--- config.mk ---
export PLATFORM = sky130hd
export DESIGN_NAME = jtag_probe_gpio_port
export DESIGN_NICKNAME = d
export VERILOG_FILES = /design/src/rtl/jtag_gp_pkg.sv /design/src/rtl/tck_div_if.sv /design/src/rtl/jtag_probe_gpio_port.sv /design/src/rtl/tck_divider.sv
export SDC_FILE = /design/constraint.sdc
export NUM_CORES = 1
export LEC_CHECK = 0
export ABC_AREA = 1
export BUFFER_PORTS_ARGS = -buffer_cell sky130_fd_sc_hd__buf_4
export CORE_ASPECT_RATIO = 0.7
export CORE_MARGIN = 5
export CORE_UTILIZATION = 25
export CTS_CLUSTER_SIZE = 14
export DETAILED_ROUTE_END_ITERATION = 12
export PLACE_DENSITY_LB_ADDON = 0.1
export REMOVE_ABC_BUFFERS = 1
export SETUP_SLACK_MARGIN = 0.15
export SLEW_MARGIN = 15
export SYNTH_ARGS = -nofsm -noshare
export SYNTH_HDL_FRONTEND = slang
export SYNTH_SLANG_ARGS = --single-unit
--- constraint.sdc ---
create_clock -name core_clk -period 3 [get_ports core_clk]
set_clock_uncertainty 0.2 [all_clocks]
set_input_delay 0.3 -clock core_clk [delete_from_list [all_inputs] [get_ports core_clk]]
set_output_delay 0.3 -clock core_clk [all_outputs]
set_load 0.02 [all_outputs]
--- src/rtl/jtag_gp_pkg.sv ---
// Function
// - After power-up every general-purpose pin keeps its driver off and floats.
// - A general-purpose pin drives only while the general-purpose port is on and that pin is set as output.
// - Turning the general-purpose port off floats every general-purpose pin at once, whatever its direction.
// - The general-purpose port is active only while both the scan port and the serial port are off.
// - The test clock runs at the 30 MHz base divided by a host-set integer from 1 to 3750.
// - The scan engine offers the standard four-wire format (JScan), the two-slot MScan and three-slot OScan.
// - The engine runs four-wire chains and two-wire chains, where OScan uses only clock and mode-data line; MScan also reads its reply from TDO.
// - Three general-purpose pins each have their own tri-state output and a readable input.
package jtag_gp_pkg;

  localparam int GP_PINS = 3;
  localparam int DIV_W = 12;
  localparam logic [DIV_W-1:0] DIV_MIN = 12'h001;
  localparam logic [DIV_W-1:0] DIV_MAX = 12'h0ea6;
  localparam logic [DIV_W-1:0] DIV_RESET = 12'h001;

  // Base rate doubled so that each half period of the test clock is N base ticks
  localparam int BASE_MHZ = 30;
  localparam int CORE_MHZ = 100;
  localparam int TICK_W = 8;
  localparam logic [TICK_W-1:0] TICK_STEP = TICK_W'(2 * BASE_MHZ);
  localparam logic [TICK_W-1:0] TICK_MOD = TICK_W'(CORE_MHZ);

  typedef enum logic [1:0] {
    FMT_JSCAN = 2'b00,
    FMT_MSCAN = 2'b01,
    FMT_OSCAN = 2'b10
  } scan_fmt_t;

  typedef enum logic [0:0] {
    ST_IDLE = 1'b0,
    ST_RUN = 1'b1
  } scan_state_t;

  localparam logic [1:0] LAST_SLOT_JSCAN = 2'h0;
  localparam logic [1:0] LAST_SLOT_MSCAN = 2'h1;
  localparam logic [1:0] LAST_SLOT_OSCAN = 2'h2;

endpackage

--- src/rtl/tck_div_if.sv ---
interface tck_div_if #(parameter int DIV_W = 12);
  logic run;
  logic [DIV_W-1:0] div_n;
  logic tck;
  logic rise;
  logic fall;

  modport ctrl (output run, output div_n, input tck, input rise, input fall);
  modport div (input run, input div_n, output tck, output rise, output fall);
endinterface

--- src/rtl/jtag_probe_gpio_port.sv ---
module jtag_probe_gpio_port #(
  parameter int GP_PINS = jtag_gp_pkg::GP_PINS,
  parameter int DIV_W = jtag_gp_pkg::DIV_W
) (
  input wire logic core_clk,
  input wire logic rst_b,
  input wire logic gp_port_en,
  input wire logic scan_en,
  input wire logic spi_en,
  input wire logic [GP_PINS-1:0] gp_dir,
  input wire logic [GP_PINS-1:0] gp_out,
  output logic [GP_PINS-1:0] gp_in_val,
  output logic gp_port_active,
  input wire jtag_gp_pkg::scan_fmt_t scan_fmt,
  input wire logic [DIV_W-1:0] clk_div_n,
  input wire logic op_valid,
  input wire logic op_tms,
  input wire logic op_tdi,
  output logic op_ready,
  output logic rsp_valid,
  output logic rsp_tdo,
  output logic tck_o,
  output logic tck_oe,
  input wire logic target_mode_data_line_i,
  output logic target_mode_data_line_o,
  output logic target_mode_data_line_oe,
  output logic tdi_o,
  output logic tdi_oe,
  input wire logic tdo_i,
  input wire logic gp_pin_zero_i,
  output logic gp_pin_zero_o,
  output logic gp_pin_zero_oe,
  input wire logic gp_pin_one_i,
  output logic gp_pin_one_o,
  output logic gp_pin_one_oe,
  // Pin two is the target processor reset when host tools need it
  input wire logic gp_pin_two_i,
  output logic gp_pin_two_o,
  output logic gp_pin_two_oe
);

  ////////////////////////////////////////////////////////////////////////////
  // General-purpose port

  logic gp_active;
  logic gp_active_q;
  logic [GP_PINS-1:0] gp_pin_i;
  logic [GP_PINS-1:0] gp_meta_q;
  logic [GP_PINS-1:0] gp_sync_q;
  logic [GP_PINS-1:0] gp_o_q;
  logic [GP_PINS-1:0] gp_oe_q;

  assign gp_pin_i = {gp_pin_two_i, gp_pin_one_i, gp_pin_zero_i};
  assign gp_active = gp_port_en && !scan_en && !spi_en;

  always_ff @(posedge core_clk or negedge rst_b) begin
    if (!rst_b) begin
      gp_active_q <= 1'b0;
    end else begin
      gp_active_q <= gp_active;
    end
  end

  genvar gi;
  generate
    for (gi = 0; gi < GP_PINS; gi++) begin : g_pin
      always_ff @(posedge core_clk or negedge rst_b) begin
        if (!rst_b) begin
          gp_oe_q[gi] <= 1'b0;
          gp_o_q[gi] <= 1'b0;
          gp_meta_q[gi] <= 1'b0;
          gp_sync_q[gi] <= 1'b0;
        end else begin
          // Disabling the port floats the pin regardless of its direction bit
          gp_oe_q[gi] <= gp_active && gp_dir[gi];
          gp_o_q[gi] <= gp_out[gi];
          gp_meta_q[gi] <= gp_pin_i[gi];
          gp_sync_q[gi] <= gp_meta_q[gi];
        end
      end
    end
  endgenerate

  assign gp_in_val = gp_sync_q;
  assign gp_port_active = gp_active_q;
  assign gp_pin_zero_o = gp_o_q[0];
  assign gp_pin_zero_oe = gp_oe_q[0];
  assign gp_pin_one_o = gp_o_q[1];
  assign gp_pin_one_oe = gp_oe_q[1];
  assign gp_pin_two_o = gp_o_q[2];
  assign gp_pin_two_oe = gp_oe_q[2];

  ////////////////////////////////////////////////////////////////////////////
  // Scan engine

  tck_div_if #(.DIV_W(DIV_W)) dv ();

  tck_divider #(.DIV_W(DIV_W)) u_div (
    .core_clk(core_clk),
    .rst_b(rst_b),
    .dv(dv.div)
  );

  jtag_gp_pkg::scan_state_t state_q;
  jtag_gp_pkg::scan_fmt_t fmt_q;
  logic [1:0] slot_q;
  logic [1:0] last_slot;
  logic [1:0] slot_next;
  logic tms_q;
  logic tdi_q;
  logic [DIV_W-1:0] div_n_q;
  logic [DIV_W-1:0] div_clamp;
  logic tdo_meta_q;
  logic tdo_sync_q;
  logic mdl_meta_q;
  logic mdl_sync_q;
  logic accept;
  logic op_ready_q;
  logic rsp_valid_q;
  logic rsp_tdo_q;
  logic tck_oe_q;
  logic mdl_o_q;
  logic mdl_oe_q;
  logic tdi_o_q;
  logic tdi_oe_q;

  assign accept = op_valid && op_ready_q && scan_en;
  assign div_clamp = (clk_div_n < jtag_gp_pkg::DIV_MIN) ? jtag_gp_pkg::DIV_MIN :
                     (clk_div_n > jtag_gp_pkg::DIV_MAX) ? jtag_gp_pkg::DIV_MAX : clk_div_n;
  assign slot_next = (dv.fall && slot_q != last_slot) ? slot_q + 2'h1 : slot_q;

  always_comb begin
    case (fmt_q)
      jtag_gp_pkg::FMT_JSCAN: last_slot = jtag_gp_pkg::LAST_SLOT_JSCAN;
      jtag_gp_pkg::FMT_MSCAN: last_slot = jtag_gp_pkg::LAST_SLOT_MSCAN;
      jtag_gp_pkg::FMT_OSCAN: last_slot = jtag_gp_pkg::LAST_SLOT_OSCAN;
      default: last_slot = jtag_gp_pkg::LAST_SLOT_JSCAN;
    endcase
  end

  always_ff @(posedge core_clk or negedge rst_b) begin
    if (!rst_b) begin
      tdo_meta_q <= 1'b0;
      tdo_sync_q <= 1'b0;
      mdl_meta_q <= 1'b0;
      mdl_sync_q <= 1'b0;
    end else begin
      tdo_meta_q <= tdo_i;
      tdo_sync_q <= tdo_meta_q;
      mdl_meta_q <= target_mode_data_line_i;
      mdl_sync_q <= mdl_meta_q;
    end
  end

  // Divider setting frozen for a whole operation
  always_ff @(posedge core_clk or negedge rst_b) begin
    if (!rst_b) begin
      div_n_q <= jtag_gp_pkg::DIV_RESET;
    end else if (state_q == jtag_gp_pkg::ST_IDLE) begin
      div_n_q <= div_clamp;
    end
  end

  assign dv.run = (state_q == jtag_gp_pkg::ST_RUN);
  assign dv.div_n = div_n_q;

  always_ff @(posedge core_clk or negedge rst_b) begin
    if (!rst_b) begin
      state_q <= jtag_gp_pkg::ST_IDLE;
      fmt_q <= jtag_gp_pkg::FMT_JSCAN;
      slot_q <= 2'h0;
      tms_q <= 1'b1;
      tdi_q <= 1'b0;
      op_ready_q <= 1'b1;
      rsp_valid_q <= 1'b0;
      rsp_tdo_q <= 1'b0;
    end else begin
      rsp_valid_q <= 1'b0;
      case (state_q)
        jtag_gp_pkg::ST_IDLE: begin
          if (accept) begin
            state_q <= jtag_gp_pkg::ST_RUN;
            fmt_q <= scan_fmt;
            slot_q <= 2'h0;
            tms_q <= op_tms;
            tdi_q <= op_tdi;
            op_ready_q <= 1'b0;
          end
        end
        jtag_gp_pkg::ST_RUN: begin
          if (dv.fall) begin
            // Target response sampled at the end of its slot's high phase
            if (slot_q == last_slot) begin
              state_q <= jtag_gp_pkg::ST_IDLE;
              op_ready_q <= 1'b1;
              rsp_valid_q <= 1'b1;
              rsp_tdo_q <= (fmt_q == jtag_gp_pkg::FMT_OSCAN) ? mdl_sync_q : tdo_sync_q;
            end else begin
              slot_q <= slot_next;
            end
          end
        end
        default: begin
          state_q <= jtag_gp_pkg::ST_IDLE;
          op_ready_q <= 1'b1;
        end
      endcase
    end
  end

  // Pin drive per slot; two-wire formats leave TDI floating
  always_ff @(posedge core_clk or negedge rst_b) begin
    if (!rst_b) begin
      tck_oe_q <= 1'b0;
      mdl_o_q <= 1'b1;
      mdl_oe_q <= 1'b0;
      tdi_o_q <= 1'b0;
      tdi_oe_q <= 1'b0;
    end else begin
      tck_oe_q <= scan_en;
      tdi_o_q <= tdi_q;
      if (state_q != jtag_gp_pkg::ST_RUN) begin
        mdl_o_q <= 1'b1;
        mdl_oe_q <= scan_en;
        tdi_oe_q <= scan_en && (scan_fmt == jtag_gp_pkg::FMT_JSCAN);
      end else begin
        tdi_oe_q <= scan_en && (fmt_q == jtag_gp_pkg::FMT_JSCAN);
        case (fmt_q)
          jtag_gp_pkg::FMT_JSCAN: begin
            mdl_o_q <= tms_q;
            mdl_oe_q <= scan_en;
          end
          default: begin
            // Slot 0 inverted data, slot 1 mode, slot 2 handed to target; driven from the
            // slot being entered so the release has time to pass the return synchroniser
            mdl_o_q <= (slot_next == 2'h0) ? !tdi_q : tms_q;
            mdl_oe_q <= scan_en && (slot_next != jtag_gp_pkg::LAST_SLOT_OSCAN);
          end
        endcase
      end
    end
  end

  assign op_ready = op_ready_q;
  assign rsp_valid = rsp_valid_q;
  assign rsp_tdo = rsp_tdo_q;
  assign tck_o = dv.tck;
  assign tck_oe = tck_oe_q;
  assign target_mode_data_line_o = mdl_o_q;
  assign target_mode_data_line_oe = mdl_oe_q;
  assign tdi_o = tdi_o_q;
  assign tdi_oe = tdi_oe_q;

  ////////////////////////////////////////////////////////////////////////////
  // Checks

  logic seen_active_q;

  always_ff @(posedge core_clk or negedge rst_b) begin
    if (!rst_b) begin
      seen_active_q <= 1'b0;
    end else if (gp_active) begin
      seen_active_q <= 1'b1;
    end
  end
endmodule

--- src/rtl/tck_divider.sv ---
module tck_divider #(
  parameter int DIV_W = 12
) (
  input wire logic core_clk,
  input wire logic rst_b,
  tck_div_if.div dv
);

  logic [jtag_gp_pkg::TICK_W-1:0] acc_q;
  logic [jtag_gp_pkg::TICK_W:0] acc_sum;
  logic tick;
  logic [DIV_W-1:0] cnt_q;
  logic wrap;
  logic tck_q;
  logic rise_q;

  // Fractional accumulator: 60 ticks per microsecond from a 100 MHz clock.
  // Edges land on the core clock, so fast settings carry up to one cycle of jitter.
  assign acc_sum = {1'b0, acc_q} + {1'b0, jtag_gp_pkg::TICK_STEP};
  assign tick = acc_sum >= {1'b0, jtag_gp_pkg::TICK_MOD};
  assign wrap = tick && (cnt_q == dv.div_n - DIV_W'(1));

  always_ff @(posedge core_clk or negedge rst_b) begin
    if (!rst_b) begin
      acc_q <= '0;
    end else if (tick) begin
      acc_q <= jtag_gp_pkg::TICK_W'(acc_sum - {1'b0, jtag_gp_pkg::TICK_MOD});
    end else begin
      acc_q <= acc_sum[jtag_gp_pkg::TICK_W-1:0];
    end
  end

  // Half period is div_n ticks, full period 2*div_n ticks at 60 MHz: 30 MHz / N
  always_ff @(posedge core_clk or negedge rst_b) begin
    if (!rst_b) begin
      cnt_q <= '0;
      tck_q <= 1'b0;
      rise_q <= 1'b0;
    end else if (!dv.run) begin
      cnt_q <= '0;
      tck_q <= 1'b0;
      rise_q <= 1'b0;
    end else begin
      rise_q <= wrap && !tck_q;
      if (wrap) begin
        cnt_q <= '0;
        tck_q <= !tck_q;
      end else if (tick) begin
        cnt_q <= cnt_q + DIV_W'(1);
      end
    end
  end

  assign dv.tck = tck_q;
  assign dv.rise = rise_q;
  // Fall flagged in the cycle it is launched, so the next slot's drive and the
  // mode-line release lead the next rise even at the fastest setting
  assign dv.fall = wrap && tck_q;
endmodule

==> key figures, run 1 <==
Yosys
  – Number of enable flip-flop cells after synthesis: 0
  – Cell types occupying the most area after synthesis: sky130_fd_sc_hd__dfrtp_1 44%, sky130_fd_sc_hd__nand2_1 12%, sky130_fd_sc_hd__nor2_1 5.3%
  – Share of the synthesized area in the top cell type: 0.4377
  – Cell accounting for the most synthesized area: sky130_fd_sc_hd__dfrtp_1
  – Post-synth ARST share: 1.000
  – Cell types with the highest counts after synthesis: 109 x sky130_fd_sc_hd__nand2_1, 59 x sky130_fd_sc_hd__dfrtp_1, 48 x sky130_fd_sc_hd__nor2_1
  – Most frequent cell after synthesis: sky130_fd_sc_hd__nand2_1
  – Number of register bits inferred by synthesis: 63
  – Post-synthesis instance total: 422
  – Synthesized cell area: 3373 sq um
  – Top FF cell, synth: sky130_fd_sc_hd__dfrtp_1
  – Mapped Avg Cell Area: 7.993 sq um
  – Synth warnings: 0
  – Netlist cell types: 39
  – Sequential share of the synthesized area: 0.4688

Worst setup path
  – Critical Path Fanout Max: 6
  – Type of element launching the critical path: flip-flop
  – Required time at the worst-slack endpoint: 3.04 ns
  – Worst path arrival time: 2.68 ns
  – Gate family responsible for the most delay along the worst path: simple AND/OR/NAND/NOR gates
  – Delay of the slowest cell on the worst path: 0.55 ns
  – First element of the critical path: div_n_q[0]
  – CP endpoint kind: flip-flop
  – FF-to-FF Start: div_n_q[0]
  – Worst Path Class, Setup: flip-flop to flip-flop
  – Sequence of cells on the critical path: inv_1, ha_1, nand2_2, nand2_1, nand2_1, nand3_2, nor2_4, nand2_2, nor2_2, nand2_2, nor2_8, nand4_2, a21oi_4, nand2_1, nand2_1, nand3_1
  – Crit path buf inv count: 1
  – Critical-path cell with the highest stage delay: sky130_fd_sc_hd__dfstp_2
  – Most Frequent Cell on Critical Path: sky130_fd_sc_hd__nand2_1

Drt
  – Detailed Route Iter0 Violations: 153
  – Total length of routed wires: 8705 um
  – Post-route antenna net violation count: 0
  – Vias per cell: 4.250
  – DR vias: 2941
  – Number of design rule violations left after detail routing: 0
  – Routed WL per cell: 12.58 um
  – Initial DRT Pass Iterations: 4

Final layout
  – Count of non-filler cells in the finished layout: 692
  – Nets: 541
  – Final cell utilization of the core: 0.3412
  – Count of inserted antenna diode cells: 0
  – Layout cells sized above 1: 0.2327
  – Layout filler cell count: 1404
  – Area grow syn2layout: 33.35%

Floorplanning
  – Floorplan die height: 107.2 um
  – Row count: 35
  – Effective utilization at floorplan: 0.2559
  – Standard cell core area: 13180 sq um
  – Total die area: 15950 sq um
  – Top Ports: 52
  – Die width: 148.8 um

Global routing
  – Initial antenna violation count: 0
  – Total Routing Usage GR: 0.1153
  – Residual overflow from global routing: 0
  – Pin count of the biggest net entering global routing: 64
  – Wire length of the first global-routing pass: 14440 um
  – Via count of the first global-routing pass: 2831

STA
  – Final hold violation count: 0
  – RSZ-0062 raised after global routing: no
  – Worst-Margin Slew: 0.8363 ns
  – Part of the cycle the worst path needs: 0.8811
  – Max Slew Vio Count: 0
  – Total setup violations reported at the end of the flow: 0
  – Shortest period the worst path allows: 2.643 ns
  – Max Clock Freq: 378.3 MHz
  – Setup TNS: 0 ns
  – Relative max-transition margin: 0.4425

Clocking
  – Clock buffers created by TritonCTS: 9
  – Clock Pin Slew Worst Setup and Hold Paths: 0.06 ns
  – Htree depth: 3
  – Num Clock Sinks: 63
  – Clock latency on the worst-skew pair: 0.33 ns
  – Maximum buffer depth of the clock tree: 2
  – CTS Root Buffer Type: sky130_fd_sc_hd__clkbuf_16
  – CTS tree: built

Min path
  – Worst hold start: op_tdi
  – Class of the tightest hold or removal check: primary input to flip-flop

Placement
  – DPL Wire Length: 6658 um
  – DP Cell Count: 657
  – Buffers on Ports: 51
  – Final RePlAce weighted congestion: 0.7907

Power and ir drop
  – Leakage Power: 2.195 nW
  – Max rail drop VDD: 0.0002972 V
  – Power density over the cells: 783.8 nW/um^2

Flow run
  – Total of max-cap violations: 0

Outcome
  – Status: finished clean
## worst min-delay path, stage by stage
cell and delay [ns]:
sky130_fd_sc_hd__buf_4 0.07, sky130_fd_sc_hd__nand2_1 0.04, sky130_fd_sc_hd__o21ai_0 0.09
## state kept, by name (all words and copies together) (netlist names), 2 cells and up
signal       cells
div_n_q         12
fmt_q            2
gp_in_val        3
gp_meta_q        3
slot_q           2
u_div.acc_q      6
u_div.cnt_q     12
## kinds of logic (layout without fill, tap and decap cells)
logic type,after synthesis,after routing,synth area share
AO/OA/AOI/OAI,41,41,0.06900
XOR/XNOR,13,13,0.03375
AND/OR/NAND/NOR,237,237,0.3331
multiplexers,1,1,0.002967
flip-flops,63,63,0.4688
buffers and inverters,61,146,0.07010
adder cells (fa/ha/maj),6,6,0.02225
## layout make-up
cell class / instances / area (sq um) / share of cell area
clock buffer: 10 / 239.0 / 0.05313
timing repair buffer: 73 / 595.6 / 0.1324
tap: 185 / 231.5 / 0.05146
multi-input combinational: 298 / 1568 / 0.3485
sequential: 63 / 1582 / 0.3516
clock inverter: 6 / 68.82 / 0.01530
inverter: 57 / 214.0 / 0.04757
## metrics by stage
stage	worst slack (ns)	instance area, sq um	power, mW	hold slack [ns]
global route	0.1634	4498	3.802	0.02188
finish	0.3568	4498	3.525	0.02295
global placement	0.3209	3988	2.453	0.1361
detailed placement	0.3354	3988	2.456	0.1355
floorplan	0.6423	3351	2.095	-0.1956
CTS	0.3206	4486	3.575	0.008944
## layout by cell type (no fill, tap or decap), types with 2 or more instances in the layout
cell type                       instances
sky130_fd_sc_hd__nand2_1              108
sky130_fd_sc_hd__xor2_1                 9
sky130_fd_sc_hd__dlygate4sd3_1         19
sky130_fd_sc_hd__nor2_1                47
sky130_fd_sc_hd__nor3_1                 7
sky130_fd_sc_hd__nor2_2                 7
sky130_fd_sc_hd__inv_2                  9
sky130_fd_sc_hd__dfstp_2                4
sky130_fd_sc_hd__nand4_1                5
sky130_fd_sc_hd__dfrtp_1               59
sky130_fd_sc_hd__nand3_1               32
sky130_fd_sc_hd__nand3_2                4
sky130_fd_sc_hd__xnor2_1                4
sky130_fd_sc_hd__nor3_2                 3
sky130_fd_sc_hd__clkinvlp_4             4
sky130_fd_sc_hd__nor2_4                 3
sky130_fd_sc_hd__nand2_2               12
sky130_fd_sc_hd__nand3b_1               3
sky130_fd_sc_hd__clkbuf_16              9
sky130_fd_sc_hd__a21oi_1                9
sky130_fd_sc_hd__o21ai_0               22
sky130_fd_sc_hd__buf_4                 54
sky130_fd_sc_hd__ha_1                   6
sky130_fd_sc_hd__inv_1                 47
sky130_fd_sc_hd__nor4_1                 2
## timing repair
item	CTS	global route
setup buffers	0	0
resized for setup	0	3
hold buffers	19	0
setup endpoints to repair	0	2
endpoints found under the hold margin	76	0
## per-layer routing
metal / vias up / global-route usage / share of wire
met4: 0 / 0.02743 / 0.011
met3: 9 / 0.03760 / 0.055
li1: 1504 / - / -
met2: 68 / 0.1566 / 0.40
met5: - / 0 / 0
met1: 1360 / 0.1742 / 0.53
## worst paths after layout
| check | to | slack [ns] | cells past startpoint |
|---|---|---|---|
| worst max register to register | target_mode_data_line_o | 0.36 | 16 |
| worst min-delay path | tdi_q | 0.02 | 3 |
| worst max-delay path | target_mode_data_line_o | 0.36 | 16 |
| worst min register to register | mdl_sync_q | 0.15 | 0 |
| max in group asynchronous | u_div.acc_q[4] | 1.64 | 2 |
| min in group asynchronous | tdi_o | 0.41 | 2 |
## power by group
part / switching (mW) / internal (mW)
clock: 0.399 / 0.668
sequential: 0.182 / 1.04
combinational: 0.774 / 0.458
No activity file was read; power rests on OpenSTA's default activity.
==> run 2, diff against run 1 <==
--- a/config.mk
+++ b/config.mk
@@ -7,6 +7,8 @@
 export LEC_CHECK = 0
 export ABC_AREA = 1
 export BUFFER_PORTS_ARGS = -buffer_cell sky130_fd_sc_hd__buf_4
+export CELL_PAD_IN_SITES_DETAIL_PLACEMENT = 2
+export CELL_PAD_IN_SITES_GLOBAL_PLACEMENT = 2
 export CORE_ASPECT_RATIO = 0.7
 export CORE_MARGIN = 5
 export CORE_UTILIZATION = 25
@@ -19,3 +21,4 @@
 export SYNTH_ARGS = -nofsm -noshare
 export SYNTH_HDL_FRONTEND = slang
 export SYNTH_SLANG_ARGS = --single-unit
+export TNS_END_PERCENT = 50
==> run 2 against run 1 <==
Setup slack got worse by 0.033 ns. Worst hold slack lost 0.017 ns. Global-route usage increased by 3.1 points. Routed wire length rose by 26%. Highest routed layer unchanged.
==> key figures, run 2 (synthesis results as in run 1) <==
STA
  – Setup TNS: 0 ns
  – Worst-Margin Slew: 0.8663 ns
  – Max Slew Vio Count: 0
  – Total setup violations reported at the end of the flow: 0
  – Fin Hold WS: 0.005529 ns
  – Shortest period the worst path allows: 2.676 ns
  – Final hold violation count: 0
  – Part of the cycle the worst path needs: 0.8919
  – Setup slack after layout: 0.3242 ns
  – Max Clock Freq: 373.7 MHz
  – Relative max-transition margin: 0.4225
  – RSZ-0062 raised after global routing: yes

Global routing
  – Residual overflow from global routing: 0
  – Initial antenna violation count: 0
  – Total Routing Usage GR: 0.1463
  – Pin count of the biggest net entering global routing: 64
  – Wire length of the first global-routing pass: 18230 um
  – Via count of the first global-routing pass: 3437

Drt
  – Number of design rule violations left after detail routing: 0
  – Post-route antenna net violation count: 0
  – Total length of routed wires: 10940 um
  – Vias per cell: 4.412
  – Routed WL per cell: 15.71 um
  – Detailed Route Iter0 Violations: 128
  – Initial DRT Pass Iterations: 4
  – DR vias: 3071

Power and ir drop
  – Leakage Power: 2.232 nW
  – Power density over the cells: 795.7 nW/um^2
  – Max rail drop VDD: 0.0002883 V

Clocking
  – Maximum buffer depth of the clock tree: 2
  – Num Clock Sinks: 63
  – CTS Root Buffer Type: sky130_fd_sc_hd__clkbuf_16
  – Clock latency on the worst-skew pair: 0.33 ns
  – Htree depth: 3
  – CTS tree: built
  – Clock buffers created by TritonCTS: 9
  – Clock Pin Slew Worst Setup and Hold Paths: 0.06 ns

Worst setup path
  – Worst Path Class, Setup: flip-flop to flip-flop
  – Reg-to-reg slack, setup: 0.32 ns
  – Worst r2r path cells: 14
  – Most Frequent Cell on Critical Path: sky130_fd_sc_hd__nand2_2
  – Type of element launching the critical path: flip-flop
  – FF-to-FF Start: div_n_q[0]
  – Worst path arrival time: 2.70 ns
  – Delay of the slowest cell on the worst path: 0.55 ns
  – Crit path buf inv count: 2
  – CP endpoint kind: flip-flop
  – Required time at the worst-slack endpoint: 3.02 ns
  – Gate family responsible for the most delay along the worst path: simple AND/OR/NAND/NOR gates
  – Reg-to-Reg End: rsp_tdo
  – Sequence of cells on the critical path: inv_1, ha_2, xor2_2, nand3_2, nor2_4, nand2_2, nor2_2, nand2_2, nor2_8, nand2_2, nor3_4, inv_2, nand2_1, o21ai_2
  – Critical-path cell with the highest stage delay: sky130_fd_sc_hd__dfstp_2
  – Critical Path Fanout Max: 6

Floorplanning
  – Row count: 35
  – Effective utilization at floorplan: 0.2559
  – Standard cell core area: 13180 sq um
  – Total die area: 15950 sq um
  – Die width: 148.8 um
  – Floorplan die height: 107.2 um
  – Top Ports: 52

Placement
  – Setup slack after placement: 0.1703 ns
  – DPL Wire Length: 8541 um
  – Final RePlAce weighted congestion: 0.7657
  – Buffers on Ports: 51
  – DP Cell Count: 657

Min path
  – Destination of the worst hold path: div_n_q[11]
  – Hold depth: 3
  – Worst hold start: clk_div_n[11]
  – Class of the tightest hold or removal check: primary input to flip-flop

Final layout
  – Most frequent standard cell in the layout excluding fill and tap cells: sky130_fd_sc_hd__nand2_1
  – Top Registers: div_n_q: 12 flops, u_div.cnt_q: 12 flops, u_div.acc_q: 6 flops
  – Area grow syn2layout: 35.05%
  – Count of inserted antenna diode cells: 0
  – Final cell utilization of the core: 0.3456
  – Nets: 545
  – Commonest non-fill, non-tap cells in the layout: 108 x sky130_fd_sc_hd__nand2_1, 59 x sky130_fd_sc_hd__dfrtp_1, 57 x sky130_fd_sc_hd__buf_4
  – Layout cells sized above 1: 0.2466
  – Count of non-filler cells in the finished layout: 696

Flow run
  – Total of max-cap violations: 0

Outcome
  – Status: finished clean
[run 2: changes by cell type in the layout (fill, tap and decap cells not counted), moves of 2 or more]
cell                         delta
sky130_fd_sc_hd__nor3_4         +2
sky130_fd_sc_hd__nor3_2         -2
sky130_fd_sc_hd__clkinv_2       +2
sky130_fd_sc_hd__clkinvlp_4     -2
sky130_fd_sc_hd__buf_4          +3
sky130_fd_sc_hd__nor2_1         -2
[run 2: power breakdown]
part / leakage [nW] / internal [mW] / total [mW] / switching (mW)
logic: 1.31 / 0.482 / 1.34 / 0.855
registers: 0.779 / 1.04 / 1.23 / 0.191
clock network: 0.142 / 0.644 / 1.05 / 0.410
[run 2: what timing repair did]
item / 4_1_cts / 5_1_grt
hold endpoints to repair: 76 / 0
gates resized for setup: 1 / 10
hold buffers: 19 / 0
setup endpoints to repair: 1 / 12
pin swaps: 0 / 3
buffers inserted: 0 / 4
[run 2: cell type report]
cell class              instances  area [sq um]
clock buffers                   9         225.2
repair buffers                 77         629.4
flip-flops and latches         63          1582
clock inverters                 7         72.57
multi-input cells             298          1602
fillers                      1509          8626
inverters                      57         214.0
well taps                     185         231.5
[run 2: how the worst max path moves through the flow]
stage	to	slack, ns	cells after the start	from
6_report	rsp_tdo	0.32	14	div_n_q[0]
5_1_grt	u_div.cnt_q[10]	0.10	16	u_div.acc_q[2]
4_1_cts	rsp_tdo	0.22	17	u_div.acc_q[2]
3_5_place_dp	u_div.cnt_q[11]	0.17	16	u_div.acc_q[2]
3_3_place_gp	u_div.cnt_q[11]	0.22	16	u_div.acc_q[2]
2_1_floorplan	rsp_tdo	0.64	14	div_n_q[0]
[run 2: worst reg2reg max path, stage by stage (launching register included)]
cell and delay (ns):
sky130_fd_sc_hd__dfstp_2 0.55, sky130_fd_sc_hd__inv_1 0.09, sky130_fd_sc_hd__ha_2 0.36, sky130_fd_sc_hd__xor2_2 0.16, sky130_fd_sc_hd__nand3_2 0.12, sky130_fd_sc_hd__nor2_4 0.15
sky130_fd_sc_hd__nand2_2 0.06, sky130_fd_sc_hd__nor2_2 0.09, sky130_fd_sc_hd__nand2_2 0.09, sky130_fd_sc_hd__nor2_8 0.18, sky130_fd_sc_hd__nand2_2 0.08, sky130_fd_sc_hd__nor3_4 0.23
sky130_fd_sc_hd__inv_2 0.09, sky130_fd_sc_hd__nand2_1 0.08, sky130_fd_sc_hd__o21ai_2 0.05
[run 2: stage by stage]
step / instance area (sq um) / power, mW
6_report: 4556 / 3.625
5_1_grt: 4556 / 3.922
4_1_cts: 4478 / 3.636
3_5_place_dp: 3988 / 2.528
3_3_place_gp: 3988 / 2.496
2_1_floorplan: 3351 / 2.095
[run 2: metal layers]
layer,vias to the layer above,share of wire,global-route usage
li1,1510,-,-
met1,1507,0.53,0.2081
met2,41,0.42,0.2217
met3,13,0.040,0.03887
met4,0,0.011,0.03527
met5,-,0,0
